$ cat src/logic/pmm_consts.vh
// Purpose: shared constants of the program memory map and overlay block
// Assumes: 16-bit program address, 8-bit configuration register port
// Notes:   definitions only
`ifndef PMM_CONSTS_VH
`define PMM_CONSTS_VH

// register port addresses
`define CFG_ADDR        8'hB1
`define STAT_ADDR       8'hBF

// flash configuration register fields and reset value
`define CFG_VIS_BIT     7
`define CFG_MAP_HI      1
`define CFG_MAP_LO      0
`define CFG_WMASK       8'h83
`define CFG_RESET       8'h00

// overlay size encodings
`define MAP_OFF         2'h0
`define MAP_1K          2'h1
`define MAP_2K          2'h2
`define MAP_4K          2'h3
`define NV_OFF          2'h3

// address map
`define PRI_BASE        16'h0000
`define SEC_BASE        16'hF000
`define OVL_1K_END      16'h03FF
`define OVL_2K_END      16'h07FF
`define OVL_4K_END      16'h0FFF
`define SEC_TOP_NIBBLE  4'hF

// flash organisation
`define PRI_ROW_BYTES   64
`define SEC_ROW_BYTES   32
`define SEC_SECTORS     64

// security lock levels
`define LOCK_L2         3'h2
`define LOCK_L3         3'h3
`define LOCK_L4         3'h4

// fetch target encodings
`define SEL_NONE        2'h0
`define SEL_PRI         2'h1
`define SEL_SEC         2'h2
`define SEL_EXT         2'h3

// timing counts in core clocks, reset pin hold count in machine cycles
`define MC_CLKS         4'hC
`define ALE_DIV         3'h6
`define RST_MC          2'h2

`endif

$ cat src/logic/ale_strobe_gen.v
// Purpose: address latch strobe at one sixth of the clock with skip
// Assumes: clk_i is the crystal rate, skip_i is a same-domain pulse
// Notes:   a pending skip eats exactly the next pulse
`timescale 1ns/1ps
`default_nettype none
`include "pmm_consts.vh"
module ale_strobe_gen #(
    parameter [2:0] DIV = `ALE_DIV
) (
    // clock and reset
    input  wire clk_i,
    input  wire rst_n_i,
    // control
    input  wire run_i,
    input  wire skip_i,
    // strobe
    output reg  ale_pulse_o
);
    reg  [2:0] cnt_ff;
    reg        skip_pend_ff;
    wire       tick;

    assign tick = run_i && (cnt_ff == DIV - 3'h1);

    always @(posedge clk_i or negedge rst_n_i) begin
        if (!rst_n_i) begin
            cnt_ff       <= 3'h0;
            skip_pend_ff <= 1'b0;
            ale_pulse_o  <= 1'b0;
        end else begin
            if (!run_i || tick)
                cnt_ff <= 3'h0;
            else
                cnt_ff <= cnt_ff + 3'h1;
            ale_pulse_o <= tick && !skip_pend_ff;
            // a new skip request wins over consuming the old one
            if (skip_i)
                skip_pend_ff <= 1'b1;
            else if (tick)
                skip_pend_ff <= 1'b0;
        end
    end
endmodule
`default_nettype wire

$ cat src/logic/fetch_decoder.v
// Purpose: registered decode of one program or data access
// Assumes: request is a same-domain one-cycle strobe
// Notes:   answer appears in the cycle after the request
`timescale 1ns/1ps
`default_nettype none
`include "pmm_consts.vh"
module fetch_decoder #(
    parameter PRIMARY_KB = 32
) (
    // clock and reset
    input  wire        clk_i,
    input  wire        rst_n_i,
    // request
    input  wire        req_i,
    input  wire [15:0] addr_i,
    input  wire        code_i,
    // configuration
    input  wire        internal_i,
    input  wire        lock4_i,
    input  wire        sec_vis_i,
    input  wire [1:0]  map_i,
    // answer
    output reg         valid_o,
    output reg  [1:0]  sel_o,
    output reg  [15:0] phys_o,
    output reg  [7:0]  sector_o,
    output reg         row_o,
    output reg  [5:0]  byte_o
);
    localparam [31:0] PRI_END_W = PRIMARY_KB * 1024 - 1;
    localparam [15:0] PRI_END   = PRI_END_W[15:0];

    function ovl_hit;
        input [1:0]  map;
        input [15:0] a;
        begin
            case (map)
                `MAP_1K: ovl_hit = (a <= `OVL_1K_END);
                `MAP_2K: ovl_hit = (a <= `OVL_2K_END);
                `MAP_4K: ovl_hit = (a <= `OVL_4K_END);
                default: ovl_hit = 1'b0;
            endcase
        end
    endfunction

    reg        ovl;
    reg [15:0] la;
    reg [1:0]  sel;

    always @* begin
        ovl = code_i && internal_i && ovl_hit(map_i, addr_i);
        la  = ovl ? {`SEC_TOP_NIBBLE, addr_i[11:0]} : addr_i;
        sel = `SEL_EXT;
        if (code_i && internal_i) begin
            if (!ovl && la <= PRI_END)
                sel = `SEL_PRI;
            else if (la >= `SEC_BASE && (ovl || sec_vis_i))
                sel = `SEL_SEC;
            else if (lock4_i)
                sel = `SEL_NONE;
        end
    end

    always @(posedge clk_i or negedge rst_n_i) begin
        if (!rst_n_i) begin
            valid_o  <= 1'b0;
            sel_o    <= `SEL_NONE;
            phys_o   <= 16'h0000;
            sector_o <= 8'h00;
            row_o    <= 1'b0;
            byte_o   <= 6'h00;
        end else begin
            valid_o <= req_i;
            if (req_i) begin
                sel_o  <= sel;
                phys_o <= la;
                if (sel == `SEL_SEC) begin
                    sector_o <= {2'h0, la[11:6]};
                    row_o    <= la[5];
                    byte_o   <= {1'b0, la[4:0]};
                end else begin
                    sector_o <= la[14:7];
                    row_o    <= la[6];
                    byte_o   <= la[5:0];
                end
            end
        end
    end
endmodule
`default_nettype wire

$ cat src/logic/program_memory_map_remap.v
// Purpose: program fetch decoder, overlay control, reset pin and strobes
// Assumes: clk_i is the crystal rate, machine cycle is twelve clocks
// Notes:   pins are synchronised, core-side ports are same-domain
//
// Summary of operation
// - reset pin high two machine cycles with clock running resets device.
// - strobe pin falling while reset held selects host programming mode.
// - strap low fetches externally, strap high executes from internal flash.
// - lock level 4 ignores strap, internal execution only.
// - lock levels 2/3 skip strap latch; strap rising switches to internal.
// - address latch strobe driven so external logic latches low address.
// - latch strobe pulses at one sixth of crystal rate in normal operation.
// - exactly one latch strobe pulse skipped per external data access.
// - during programming the latch strobe pin is an input pulse.
// - primary block 16 or 32 KByte from 0000H to 3FFFH or 7FFFH.
// - secondary block 4 KByte decoded at F000H through FFFFH.
// - primary block is 128/256 sectors of two 64-byte rows.
// - secondary block is 64 sectors of two 32-byte rows.
// - with internal execution the primary block is fetchable outside the overlaid range.
// - native secondary range fetchable only while config bit 7 set.
// - full overlay forces top four bits high below 1000H.
// - overlaid primary part is unreachable by fetches.
// - during overlay secondary answers the low range, and the native range only while config bit 7 set.
// - overlay field 00 off, 01 1K, 10 2K, 11 4K.
// - overlay field in config bits 1:0, writable; zero disables at once.
// - each reset loads field from inverted nonvolatile bits; copies independent.
//
// Our own choices: the plain strobed port and the placing of the registers.
`timescale 1ns/1ps
`default_nettype none
`include "pmm_consts.vh"
module program_memory_map_remap #(
    parameter PRIMARY_KB = 32
) (
    // clock and reset
    input  wire        clk_i,
    input  wire        resetn_i,
    // device pins
    input  wire        rst_pin_i,
    input  wire        external_fetch_select_i,
    input  wire        program_store_strobe_i,
    output reg         program_store_strobe_o,
    output reg         program_store_strobe_oe_o,
    input  wire        ale_i,
    output reg         ale_o,
    output reg         ale_oe_o,
    // nonvolatile configuration
    input  wire [2:0]  lock_level_i,
    input  wire [1:0]  overlay_nv_bits_i,
    // register port
    input  wire [7:0]  reg_addr_i,
    input  wire [7:0]  reg_wdata_i,
    input  wire        reg_wr_i,
    input  wire        reg_rd_i,
    output reg  [7:0]  reg_rdata_o,
    // core access port
    input  wire        fetch_req_i,
    input  wire [15:0] fetch_addr_i,
    input  wire        fetch_code_i,
    input  wire        xdata_req_i,
    output wire        fetch_valid_o,
    output wire [1:0]  fetch_sel_o,
    output wire [15:0] fetch_phys_o,
    output wire [7:0]  sector_o,
    output wire        row_o,
    output wire [5:0]  byte_o,
    // status
    output reg         device_reset_o,
    output reg         host_mode_o,
    output reg         internal_exec_o,
    output reg         program_pulse_in_o
);
    localparam PRI_SECTORS = PRIMARY_KB * 1024 / (2 * `PRI_ROW_BYTES);
    localparam NSYNC       = 4;
    localparam SY_RST      = 0;
    localparam SY_STRAP    = 1;
    localparam SY_PSS      = 2;
    localparam SY_ALE      = 3;

    // reset release
    reg              rst_s1_ff;
    reg              rst_n_ff;
    wire             rst_n;

    always @(posedge clk_i or negedge resetn_i) begin
        if (!resetn_i) begin
            rst_s1_ff <= 1'b0;
            rst_n_ff  <= 1'b0;
        end else begin
            rst_s1_ff <= 1'b1;
            rst_n_ff  <= rst_s1_ff;
        end
    end
    assign rst_n = rst_n_ff;

    // hold edges and release back until the pin pipeline carries real pin levels
    reg  [2:0]       settle_ff;
    wire             settled;

    always @(posedge clk_i or negedge rst_n) begin
        if (!rst_n)
            settle_ff <= 3'h0;
        else
            settle_ff <= {settle_ff[1:0], 1'b1};
    end

    assign settled = settle_ff[2];

    // pin synchronisers
    wire [NSYNC-1:0] pin_raw;
    reg  [NSYNC-1:0] sync1_ff;
    reg  [NSYNC-1:0] sync2_ff;
    reg  [NSYNC-1:0] prev_ff;
    wire [NSYNC-1:0] rise;
    wire [NSYNC-1:0] fall;

    assign pin_raw = {ale_i, program_store_strobe_i,
                      external_fetch_select_i, rst_pin_i};

    genvar gi;
    generate
        for (gi = 0; gi < NSYNC; gi = gi + 1) begin : g_sync
            always @(posedge clk_i or negedge rst_n) begin
                if (!rst_n) begin
                    sync1_ff[gi] <= 1'b0;
                    sync2_ff[gi] <= 1'b0;
                    prev_ff[gi]  <= 1'b0;
                end else begin
                    sync1_ff[gi] <= pin_raw[gi];
                    sync2_ff[gi] <= sync1_ff[gi];
                    prev_ff[gi]  <= sync2_ff[gi];
                end
            end
            assign rise[gi] = settled && sync2_ff[gi] && !prev_ff[gi];
            assign fall[gi] = settled && !sync2_ff[gi] && prev_ff[gi];
        end
    endgenerate

    wire rst_hi;
    wire strap;

    assign rst_hi = sync2_ff[SY_RST];
    assign strap  = sync2_ff[SY_STRAP];

    // machine cycle divider
    reg  [3:0] mc_cnt_ff;
    wire       mc_tick;

    assign mc_tick = (mc_cnt_ff == `MC_CLKS - 4'h1);

    always @(posedge clk_i or negedge rst_n) begin
        if (!rst_n)
            mc_cnt_ff <= 4'h0;
        else if (mc_tick)
            mc_cnt_ff <= 4'h0;
        else
            mc_cnt_ff <= mc_cnt_ff + 4'h1;
    end

    // reset pin qualification and mode entry
    reg  [1:0] rst_mc_ff;
    reg        host_req_ff;
    reg        internal_ff;
    reg  [2:0] lock_ff;
    wire       release_evt;
    wire       lock23;
    wire       lock4;

    assign release_evt = device_reset_o && !rst_hi && settled;
    assign lock23      = (lock_ff == `LOCK_L2) || (lock_ff == `LOCK_L3);
    assign lock4       = (lock_ff == `LOCK_L4);

    always @(posedge clk_i or negedge rst_n) begin
        if (!rst_n) begin
            rst_mc_ff      <= 2'h0;
            device_reset_o <= 1'b1;
            host_req_ff    <= 1'b0;
            host_mode_o    <= 1'b0;
            internal_ff    <= 1'b0;
            lock_ff        <= 3'h0;
        end else begin
            if (!rst_hi)
                rst_mc_ff <= 2'h0;
            else if (mc_tick && rst_mc_ff != `RST_MC)
                rst_mc_ff <= rst_mc_ff + 2'h1;
            if (rst_hi && rst_mc_ff == `RST_MC)
                device_reset_o <= 1'b1;
            else if (release_evt)
                device_reset_o <= 1'b0;
            if (device_reset_o && rst_hi && fall[SY_PSS])
                host_req_ff <= 1'b1;
            else if (release_evt)
                host_req_ff <= 1'b0;
            if (release_evt) begin
                host_mode_o <= host_req_ff;
                lock_ff     <= lock_level_i;
            end
            if (release_evt) begin
                if (lock_level_i == `LOCK_L2 || lock_level_i == `LOCK_L3)
                    internal_ff <= 1'b0;
                else
                    internal_ff <= strap;
            end else if (lock23 && rise[SY_STRAP]) begin
                internal_ff <= 1'b1;
            end
        end
    end

    wire running;
    wire internal_sel;

    assign running      = !device_reset_o && !host_mode_o;
    assign internal_sel = lock4 || internal_ff;

    // flash configuration register
    reg  [7:0] cfg_ff;
    wire       cfg_wr;

    assign cfg_wr = reg_wr_i && running && (reg_addr_i == `CFG_ADDR);

    always @(posedge clk_i or negedge rst_n) begin
        if (!rst_n) begin
            cfg_ff <= `CFG_RESET;
        end else if (release_evt) begin
            cfg_ff <= `CFG_RESET;
            cfg_ff[`CFG_MAP_HI:`CFG_MAP_LO] <= ~overlay_nv_bits_i;
        end else if (cfg_wr) begin
            cfg_ff <= reg_wdata_i & `CFG_WMASK;
        end
    end

    wire [7:0] stat;

    assign stat = {4'h0, lock4, internal_sel, host_mode_o, device_reset_o};

    always @(posedge clk_i or negedge rst_n) begin
        if (!rst_n) begin
            reg_rdata_o <= 8'h00;
        end else if (reg_rd_i) begin
            case (reg_addr_i)
                `CFG_ADDR:  reg_rdata_o <= cfg_ff;
                `STAT_ADDR: reg_rdata_o <= stat;
                default:    reg_rdata_o <= 8'h00;
            endcase
        end else begin
            reg_rdata_o <= 8'h00;
        end
    end

    // access decode
    wire dec_req;

    assign dec_req = running && (fetch_req_i || xdata_req_i);

    fetch_decoder #(
        .PRIMARY_KB (PRIMARY_KB)
    ) u_dec (
        .clk_i      (clk_i),
        .rst_n_i    (rst_n),
        .req_i      (dec_req),
        .addr_i     (fetch_addr_i),
        .code_i     (fetch_code_i && !xdata_req_i),
        .internal_i (internal_sel),
        .lock4_i    (lock4),
        .sec_vis_i  (cfg_ff[`CFG_VIS_BIT]),
        .map_i      (cfg_ff[`CFG_MAP_HI:`CFG_MAP_LO]),
        .valid_o    (fetch_valid_o),
        .sel_o      (fetch_sel_o),
        .phys_o     (fetch_phys_o),
        .sector_o   (sector_o),
        .row_o      (row_o),
        .byte_o     (byte_o)
    );

    // address latch strobe
    wire ale_pulse;

    ale_strobe_gen #(
        .DIV (`ALE_DIV)
    ) u_ale (
        .clk_i       (clk_i),
        .rst_n_i     (rst_n),
        .run_i       (running),
        .skip_i      (running && xdata_req_i),
        .ale_pulse_o (ale_pulse)
    );

    always @(posedge clk_i or negedge rst_n) begin
        if (!rst_n) begin
            ale_o              <= 1'b0;
            ale_oe_o           <= 1'b0;
            program_pulse_in_o <= 1'b0;
        end else begin
            ale_o              <= ale_pulse;
            ale_oe_o           <= running;
            program_pulse_in_o <= host_mode_o && !device_reset_o
                                  && fall[SY_ALE];
        end
    end

    // the code line may change after the request edge, so keep its value
    reg ext_code_ff;

    always @(posedge clk_i or negedge rst_n) begin
        if (!rst_n)
            ext_code_ff <= 1'b0;
        else
            ext_code_ff <= fetch_code_i && !xdata_req_i;
    end

    // program store strobe, low for one clock per external code fetch
    always @(posedge clk_i or negedge rst_n) begin
        if (!rst_n) begin
            program_store_strobe_o    <= 1'b1;
            program_store_strobe_oe_o <= 1'b0;
        end else begin
            program_store_strobe_oe_o <= running;
            program_store_strobe_o    <= !(fetch_valid_o
                                          && fetch_sel_o == `SEL_EXT
                                          && ext_code_ff);
        end
    end

    always @(posedge clk_i or negedge rst_n) begin
        if (!rst_n)
            internal_exec_o <= 1'b0;
        else
            internal_exec_o <= running && internal_sel;
    end

endmodule
`default_nettype wire

$ cat config.mk
export PLATFORM = sky130hd
export DESIGN_NAME = program_memory_map_remap
export DESIGN_NICKNAME = d
export VERILOG_FILES = /design/src/logic/ale_strobe_gen.v /design/src/logic/fetch_decoder.v /design/src/logic/program_memory_map_remap.v
export VERILOG_INCLUDE_DIRS = /design/src /design/src/logic
export SDC_FILE = /design/constraint.sdc
export NUM_CORES = 1
export LEC_CHECK = 0
export BUFFER_PORTS_ARGS = -buffer_cell sky130_fd_sc_hd__buf_4
export CORE_ASPECT_RATIO = 0.75
export CORE_MARGIN = 4
export CORE_UTILIZATION = 35
export CTS_CLUSTER_SIZE = 12
export DETAILED_ROUTE_END_ITERATION = 10
export GPL_TIMING_DRIVEN = 0
export HOLD_SLACK_MARGIN = 0.1
export MAX_ROUTING_LAYER = met4
export PLACE_DENSITY = 0.6
export SLEW_MARGIN = 30
export SYNTH_ARGS = -nofsm -noshare
export SYNTH_HDL_FRONTEND = slang
export SYNTH_SLANG_ARGS = --single-unit
$ cat constraint.sdc
create_clock -name clk_i -period 7 [get_ports clk_i]
set_clock_uncertainty 0.05 [all_clocks]
set_input_delay 1.4 -clock clk_i [delete_from_list [all_inputs] [get_ports clk_i]]
set_output_delay 1.4 -clock clk_i [all_outputs]
set_load 0.02 [all_outputs]
# [Word level (Yosys, flattened, before mapping)]
# Index checks and enable logic that the tools add are counted.
[totals] ff_bits=90 inputBits=48 out_inout_bits=50 wordCells=141
[classes] n_addsub=3 magnitude_cmp=5 eq_ne=17 muxes=25 bitwise_logic=1 reduce_logical=52
[ops] operator="two-way mux 8 bit" count=4
[ops] operator="logical AND 1 bit" count=30
[ops] operator="== test 8 bit (second input constant)" count=2
[ops] operator="greater-or-equal comparator 16 bit (second input constant)" count=1
[ops] operator="<= comparator 16 x 10 -> 1 bit (second input constant)" count=1
[ops] operator="<= comparator 16 x 11 -> 1 bit (second input constant)" count=1
[ops] operator="<= comparator 16 x 12 -> 1 bit (second input constant)" count=1
[ops] operator="<= comparator 16 x 15 -> 1 bit (second input constant)" count=1
[ops] operator="two-way mux 16 bit" count=1
[ops] operator="one-hot mux 8 bit (2 select lines)" count=1
[ops] operator="== test 3 x 2 -> 1 bit (second input constant)" count=4
[ops] operator="two-way mux 2 bit" count=6
[ops] operator="logical NOT 1 bit" count=11
[ops] operator="== test 2 bit (second input constant)" count=5
[ops] operator="nonzero test 2 bit" count=5
[ops] operator="two-way mux 1 bit" count=9
[ops] operator="== test 3 bit (second input constant)" count=2
[ops] operator="logical OR 1 bit" count=6
[ops] operator="two-way mux 6 bit" count=1
[ops] operator="adder 4 x 1 -> 4 bit (second input constant)" count=1
[ops] operator="== test 4 bit (second input constant)" count=1
[ops] operator="two-way mux 4 bit" count=1
[ops] operator="adder 3 x 1 -> 3 bit (second input constant)" count=1
[ops] operator="two-way mux 3 bit" count=1
[ops] operator="other kinds (6)" count=6

# [Longest topological paths before layout]
[depth] ltp_word=12 depth_mapped=7 ltp_nobuf=6

# [Modules after synthesis]
# A second synthesis with hierarchy kept.
[unflattened] hier_cells=250 area_unflattened_um2=3113.0
[modules_own_cells] mod="program_memory_map_remap" n_inst=1 cells_each=121 area_each_um2=1601.5 seq_area_each_um2=1078.5
[modules_own_cells] mod="fetch_decoder" n_inst=1 cells_each=112 area_each_um2=1303.8 seq_area_each_um2=725.7
[modules_own_cells] mod="ale_strobe_gen" n_inst=1 cells_each=17 area_each_um2=207.7 seq_area_each_um2=125.1

# [Worst setup path after synthesis]
# Ideal clock, no wire load.
[synth_timing] path_type="input to register" from="input port fetch_addr_i[15]" to="register u_dec.sector_o[5]" setup_time_ns=0.123 t_arrival_ns=2.555 t_required_ns=6.827 setup_slack_ns=4.272 stages=6 n_path_buf=2 cell_sequence="buf_2 nor4_2 o221a_2 buf_2 o21ai_2 o221a_1"
[synth_between] elab_chain_cells=11 elab_cells_between_ends=17 cone_classes="order compare (5); eq/ne (1); mux (6); reduce/logical (5)"
[synth_lines] item="start, declared" line_no="program_memory_map_remap.v:58" text="input wire [15:0] fetch_addr_i,"
[synth_lines] item="<= comparator 16 x 12 -> 1 bit (no line) (tied with other cells)"
[synth_lines] item="one-hot mux 1 bit (3 select lines)" line_no="fetch_decoder.v:37" text="case (map)"
[synth_lines] item="logical AND 1 bit" line_no="fetch_decoder.v:51" text="ovl = code_i && internal_i && ovl_hit(map_i, addr_i);"
[synth_lines] item="two-way mux 16 bit" line_no="fetch_decoder.v:52" text="la = ovl ? {`SEC_TOP_NIBBLE, addr_i[11:0]} : addr_i;"
[synth_lines] item="greater-or-equal comparator 16 bit (no line)"
[synth_lines] item="logical AND 1 bit" line_no="fetch_decoder.v:57" text="else if (la >= `SEC_BASE && (ovl || sec_vis_i))"
[synth_lines] item="two-way mux 2 bit" line_no="fetch_decoder.v:57"
[synth_lines] item="two-way mux 2 bit" line_no="fetch_decoder.v:55" text="if (!ovl && la <= PRI_END)"
[synth_lines] item="two-way mux 2 bit" line_no="fetch_decoder.v:54" text="if (code_i && internal_i) begin"
[synth_lines] item="== test 2 bit (no line)"
[synth_lines] item="two-way mux 8 bit *" line_no="fetch_decoder.v:77" text="if (sel == `SEL_SEC) begin"
[synth_lines] item="end signal, assigned" line_no="fetch_decoder.v:78" text="sector_o <= {2'h0, la[11:6]};"
[synth_lines] item="end signal, assigned" line_no="fetch_decoder.v:82" text="sector_o <= la[14:7];"
[synth_lines] item="end, declared" line_no="fetch_decoder.v:26" text="output reg [7:0] sector_o,"
# Mark *: on every way between the ends. The rest lies on a longest branch, timed or not.
# A chain may end at the register's enable or synchronous reset.

# [Worst setup path in the final report]
[layout_timing] from="input port xdata_req_i" to="register u_dec.sector_o[7]"
[layout_between] elab_chain_cells=12 elab_cells_between_ends=18 cone_classes="order compare (2); eq/ne (1); mux (5); reduce/logical (10)"
[layout_lines] item="start, declared" line_no="program_memory_map_remap.v:60" text="input wire xdata_req_i,"
[layout_lines] item="logical NOT 1 bit *" line_no="program_memory_map_remap.v:262" text=".code_i (fetch_code_i && !xdata_req_i),"
[layout_lines] item="logical AND 1 bit *" line_no="program_memory_map_remap.v:262"
[layout_lines] item="named net u_dec.code_i" line_no="fetch_decoder.v:16" text="input wire code_i,"
[layout_lines] item="logical AND 1 bit *" line_no="fetch_decoder.v:51, fetch_decoder.v:54"
[layout_lines] item="logical AND 1 bit" line_no="fetch_decoder.v:51"
[layout_lines] item="two-way mux 16 bit" line_no="fetch_decoder.v:52"
[layout_lines] item="greater-or-equal comparator 16 bit (no line)"
[layout_lines] item="logical AND 1 bit" line_no="fetch_decoder.v:57"
[layout_lines] item="two-way mux 2 bit" line_no="fetch_decoder.v:57"
[layout_lines] item="two-way mux 2 bit" line_no="fetch_decoder.v:55"
[layout_lines] item="two-way mux 2 bit" line_no="fetch_decoder.v:54"
[layout_lines] item="== test 2 bit (no line)"
[layout_lines] item="two-way mux 8 bit *" line_no="fetch_decoder.v:77"
# The timed path passes the listed nets; every way through them passes the cells marked *.

==> out/summary.txt <==
Fin. Hold Viols = 0
IO buf count = 88
Layout cells sized above 1 = 35.64%
Synth cell types = 49
Total Routed Length = 7448 um
Setup crit start kind = primary input
Top FF cell, synth = dfrtp_1
Synth Register Bits = 77
Vias in the first global route = 2548
Slack of the critical path = 4.403 ns
Fin nets = 437
Hpwl dp = 5626 um
Tcrit/Tclk final = 37.11%
Post-DR vias/cell = 4.811
Die Ht = 90.54 um
Critical Path RT = 7.16 ns
First-pass iteration count of the detailed router = 4
Routed WL per cell = 14.96 um
Hold/Removal Path Class = reg -> async
Root buf cell = clkbuf_16
F_max = 385.0 MHz
Clock Path Buffers = 2
Total GRT Usage = 15.37%
Post-CTS Resized = 0
Layout fillers = 804
Setup violators final = 0
Area contributors post-synth = dfrtp_1, nand2_1, nor2_1, buf_4, mux2i_1
Crit Path Class = in -> reg
VDD IR max = 0.0001269 V
Initial antenna violation count = 0
Ys Warns = 0
P per Cell Area = 257.3 nW/um2
Relative slew margins = 45.30%
DRT iter0 DRCs = 117
Total number of vias = 2396
P&R area growth vs syn = 36.64%
Worst Tran Pin Value = 0.8151 ns
FP Rows = 29
Register area = 1933 um2
Num CTS Buffers = 9
Leak Pwr = 0.002105 uW
Avg Cell Area, Syn = 11.27 um2
Met1 usage = 21.42%
CORE AREA = 8636 um2
CP startpoint = xdata_req_i
Top-count cell post-synth = dfrtp_1
CTS tree = done
Area occupied by multi-input gates = 1112 um2
Post-synthesis cell count = 282
GRT Max-Usage Layer = met2
RD Place Congestion = 0.7975
GRT Residual Overflow = 0
R2r endpoint = u_dec.sector_o[1]$_DFFE_PN0P_
Initial core utilization = 36.82%
Setup tns final = 0 ns
Slew Limit Fails = 0
CTS sink count = 77
Outcome = finished clean
Reg2reg start = lock_ff[1]$_DFFE_PN0P_
Largest net degree at the start of global routing = 51
Post-Syn Area = 3179 um2
DRC Markers = 0
Worst Path Arrival = 2.76 ns
N_diodes = 0
Worst Setup EP = u_dec.sector_o[7]$_DFFE_PN0P_
Die area = 10690 um2
Ys async rst share = 100.0%
GRT met3 Usage = 4.884%
Post-synth EDFFs = 0
# hold bufs at CTS = 0
Reg2reg path depth = 4
Worst-path fanout max = 10
ANT nets after route = 0
Max Cap Viol = 0
First-pass GRT wire length = 12970 um
RSZ-0062 raised after global routing = false
Tmin final = 2.597 ns
Pre-CTS WS = 4.087 ns
Worst-path clk slew = 0.06 ns
Met2 global-route usage = 21.71%
Register area share after synthesis = 60.68%
Crit end category = flip-flop
Share of the synthesized area in the top cell type = 59.03%
Top-level port count = 98
Setup Fix Bufs, Post-CTS = 0
Yosys top cell by area = dfrtp_1
R2r setup slk = 5.02 ns
Clock latency on the worst-skew pair = 0.32 ns
Die width = 118.1 um
Post-synth top cells = dfrtp_1, nand2_1, nor2_1
H-Tree Depth = 3
[worst min path at each step]
stage	startpoint	to	slack (ns)	cells past startpoint
after detailed placement	rst_n$_DFF_PN0_	settle_ff[0]$_DFF_PN0_	0.21	0
after global routing	rst_n$_DFF_PN0_	settle_ff[0]$_DFF_PN0_	0.24	0
after CTS	rst_n$_DFF_PN0_	settle_ff[0]$_DFF_PN0_	0.22	0
after global placement	settle_ff[1]$_DFF_PN0_	settle_ff[2]$_DFF_PN0_	0.28	0
after floorplan	u_ale.ale_pulse_o$_DFF_PN0_	ale_o$_DFF_PN0_	0.28	0
final	rst_n$_DFF_PN0_	settle_ff[0]$_DFF_PN0_	0.20	0
[final cells by class]
class                           count  area share, %
Clock inverter                      5          1.930
Tap cell                          108          3.111
Buffer                             18          2.563
Inverter                           10         0.8641
Clock buffer                       11          5.588
Multi-Input combinational cell    180          25.60
Timing Repair Buffer               89          15.84
Sequential cell                    77          44.50
[stage by stage]
step	hold slack, ns	cell area, um2	power (uW)	utilization, %	cells
6_report	0.1990	4344	1118	50.30	498
5_1_grt	0.2383	4344	1165	50.30	498
4_1_cts	0.2167	4344	1132	50.30	498
3_5_place_dp	0.2135	4018	630.3	46.52	482
3_3_place_gp	0.2830	3986	625.8	46.16	481
2_1_floorplan	0.2812	3191	562.0	-	285
[logic make-up (layout without fill, tap and decap cells)]
family | Yosys count | count (layout) | synth area share, %
AOI/OAI and AO/OA | 56 | 56 | 14.01
xor gates and xnor gates | 2 | 2 | 0.5511
adders and majority gates | 4 | 4 | 1.574
buffers and inverters | 28 | 133 | 4.683
DFF | 77 | 77 | 60.68
muxes | 10 | 10 | 3.266
other | 2 | 5 | 0.2362
and+or+nand+nor | 103 | 103 | 14.99
[worst max-delay path, cell delays in order]
cell	delay, ns
buf_4	0.10
nand2b_1	0.22
inv_1	0.11
o21ai_1	0.45
o21ai_2	0.19
o221a_2	0.28
[layer usage]
layer  share of wire (%)  routed length (um)  vias up
met5                   0                   0        -
li1                    -                   -     1178
met1                  51                3805     1146
met4                0.91                  68        0
met2                  43                3177       63
met3                 5.3                 396        9
[cells in the final DEF, fill, tap and decap left out, types with 2 or more instances in the layout]
| master | n |
|---|---|
| a21boi_0 | 6 |
| o22a_1 | 2 |
| and2_1 | 3 |
| ha_1 | 4 |
| mux2_2 | 3 |
| o21ai_2 | 3 |
| nor3b_1 | 3 |
| o221a_2 | 3 |
| inv_1 | 8 |
| a22oi_1 | 8 |
| nand2_1 | 50 |
| nand3_1 | 3 |
| a31oi_1 | 7 |
| inv_2 | 2 |
| clkinvlp_4 | 2 |
| nor3_1 | 4 |
| dfstp_2 | 2 |
| a22o_1 | 3 |
| buf_2 | 5 |
| nand4_1 | 2 |
| o21ai_0 | 3 |
| conb_1 | 5 |
| mux2i_1 | 7 |
| o21ai_1 | 2 |
| o211ai_1 | 7 |
| xnor2_1 | 2 |
| buf_4 | 98 |
| bufinv_16 | 2 |
| clkbuf_16 | 9 |
| a21oi_1 | 4 |
| dfrtp_1 | 74 |
| clkbuf_1 | 4 |
| nor2_1 | 26 |
| nand2b_1 | 2 |
[flip-flops by register name, summed over array words and instances, names as in the netlist, 3 cells and up]
register / count
settle_ff: 3
mc_cnt_ff: 4
cfg_ff: 3
u_dec.sector_o: 8
u_dec.byte_o: 6
u_ale.cnt_ff: 3
u_dec.phys_o: 11
reg_rdata_o: 5
sync1_ff: 4
lock_ff: 3
prev_ff: 3
[report_power, final]
part / internal [uW] / leakage, uW / switching, uW / total, uW
registers: 471 / 0.000924 / 19.6 / 490
clock network: 322 / 0.000152 / 175 / 497
logic: 60.9 / 0.00103 / 69.2 / 130
total: 854 / 0.00211 / 264 / 1120
(Power assumes the default switching activity.)
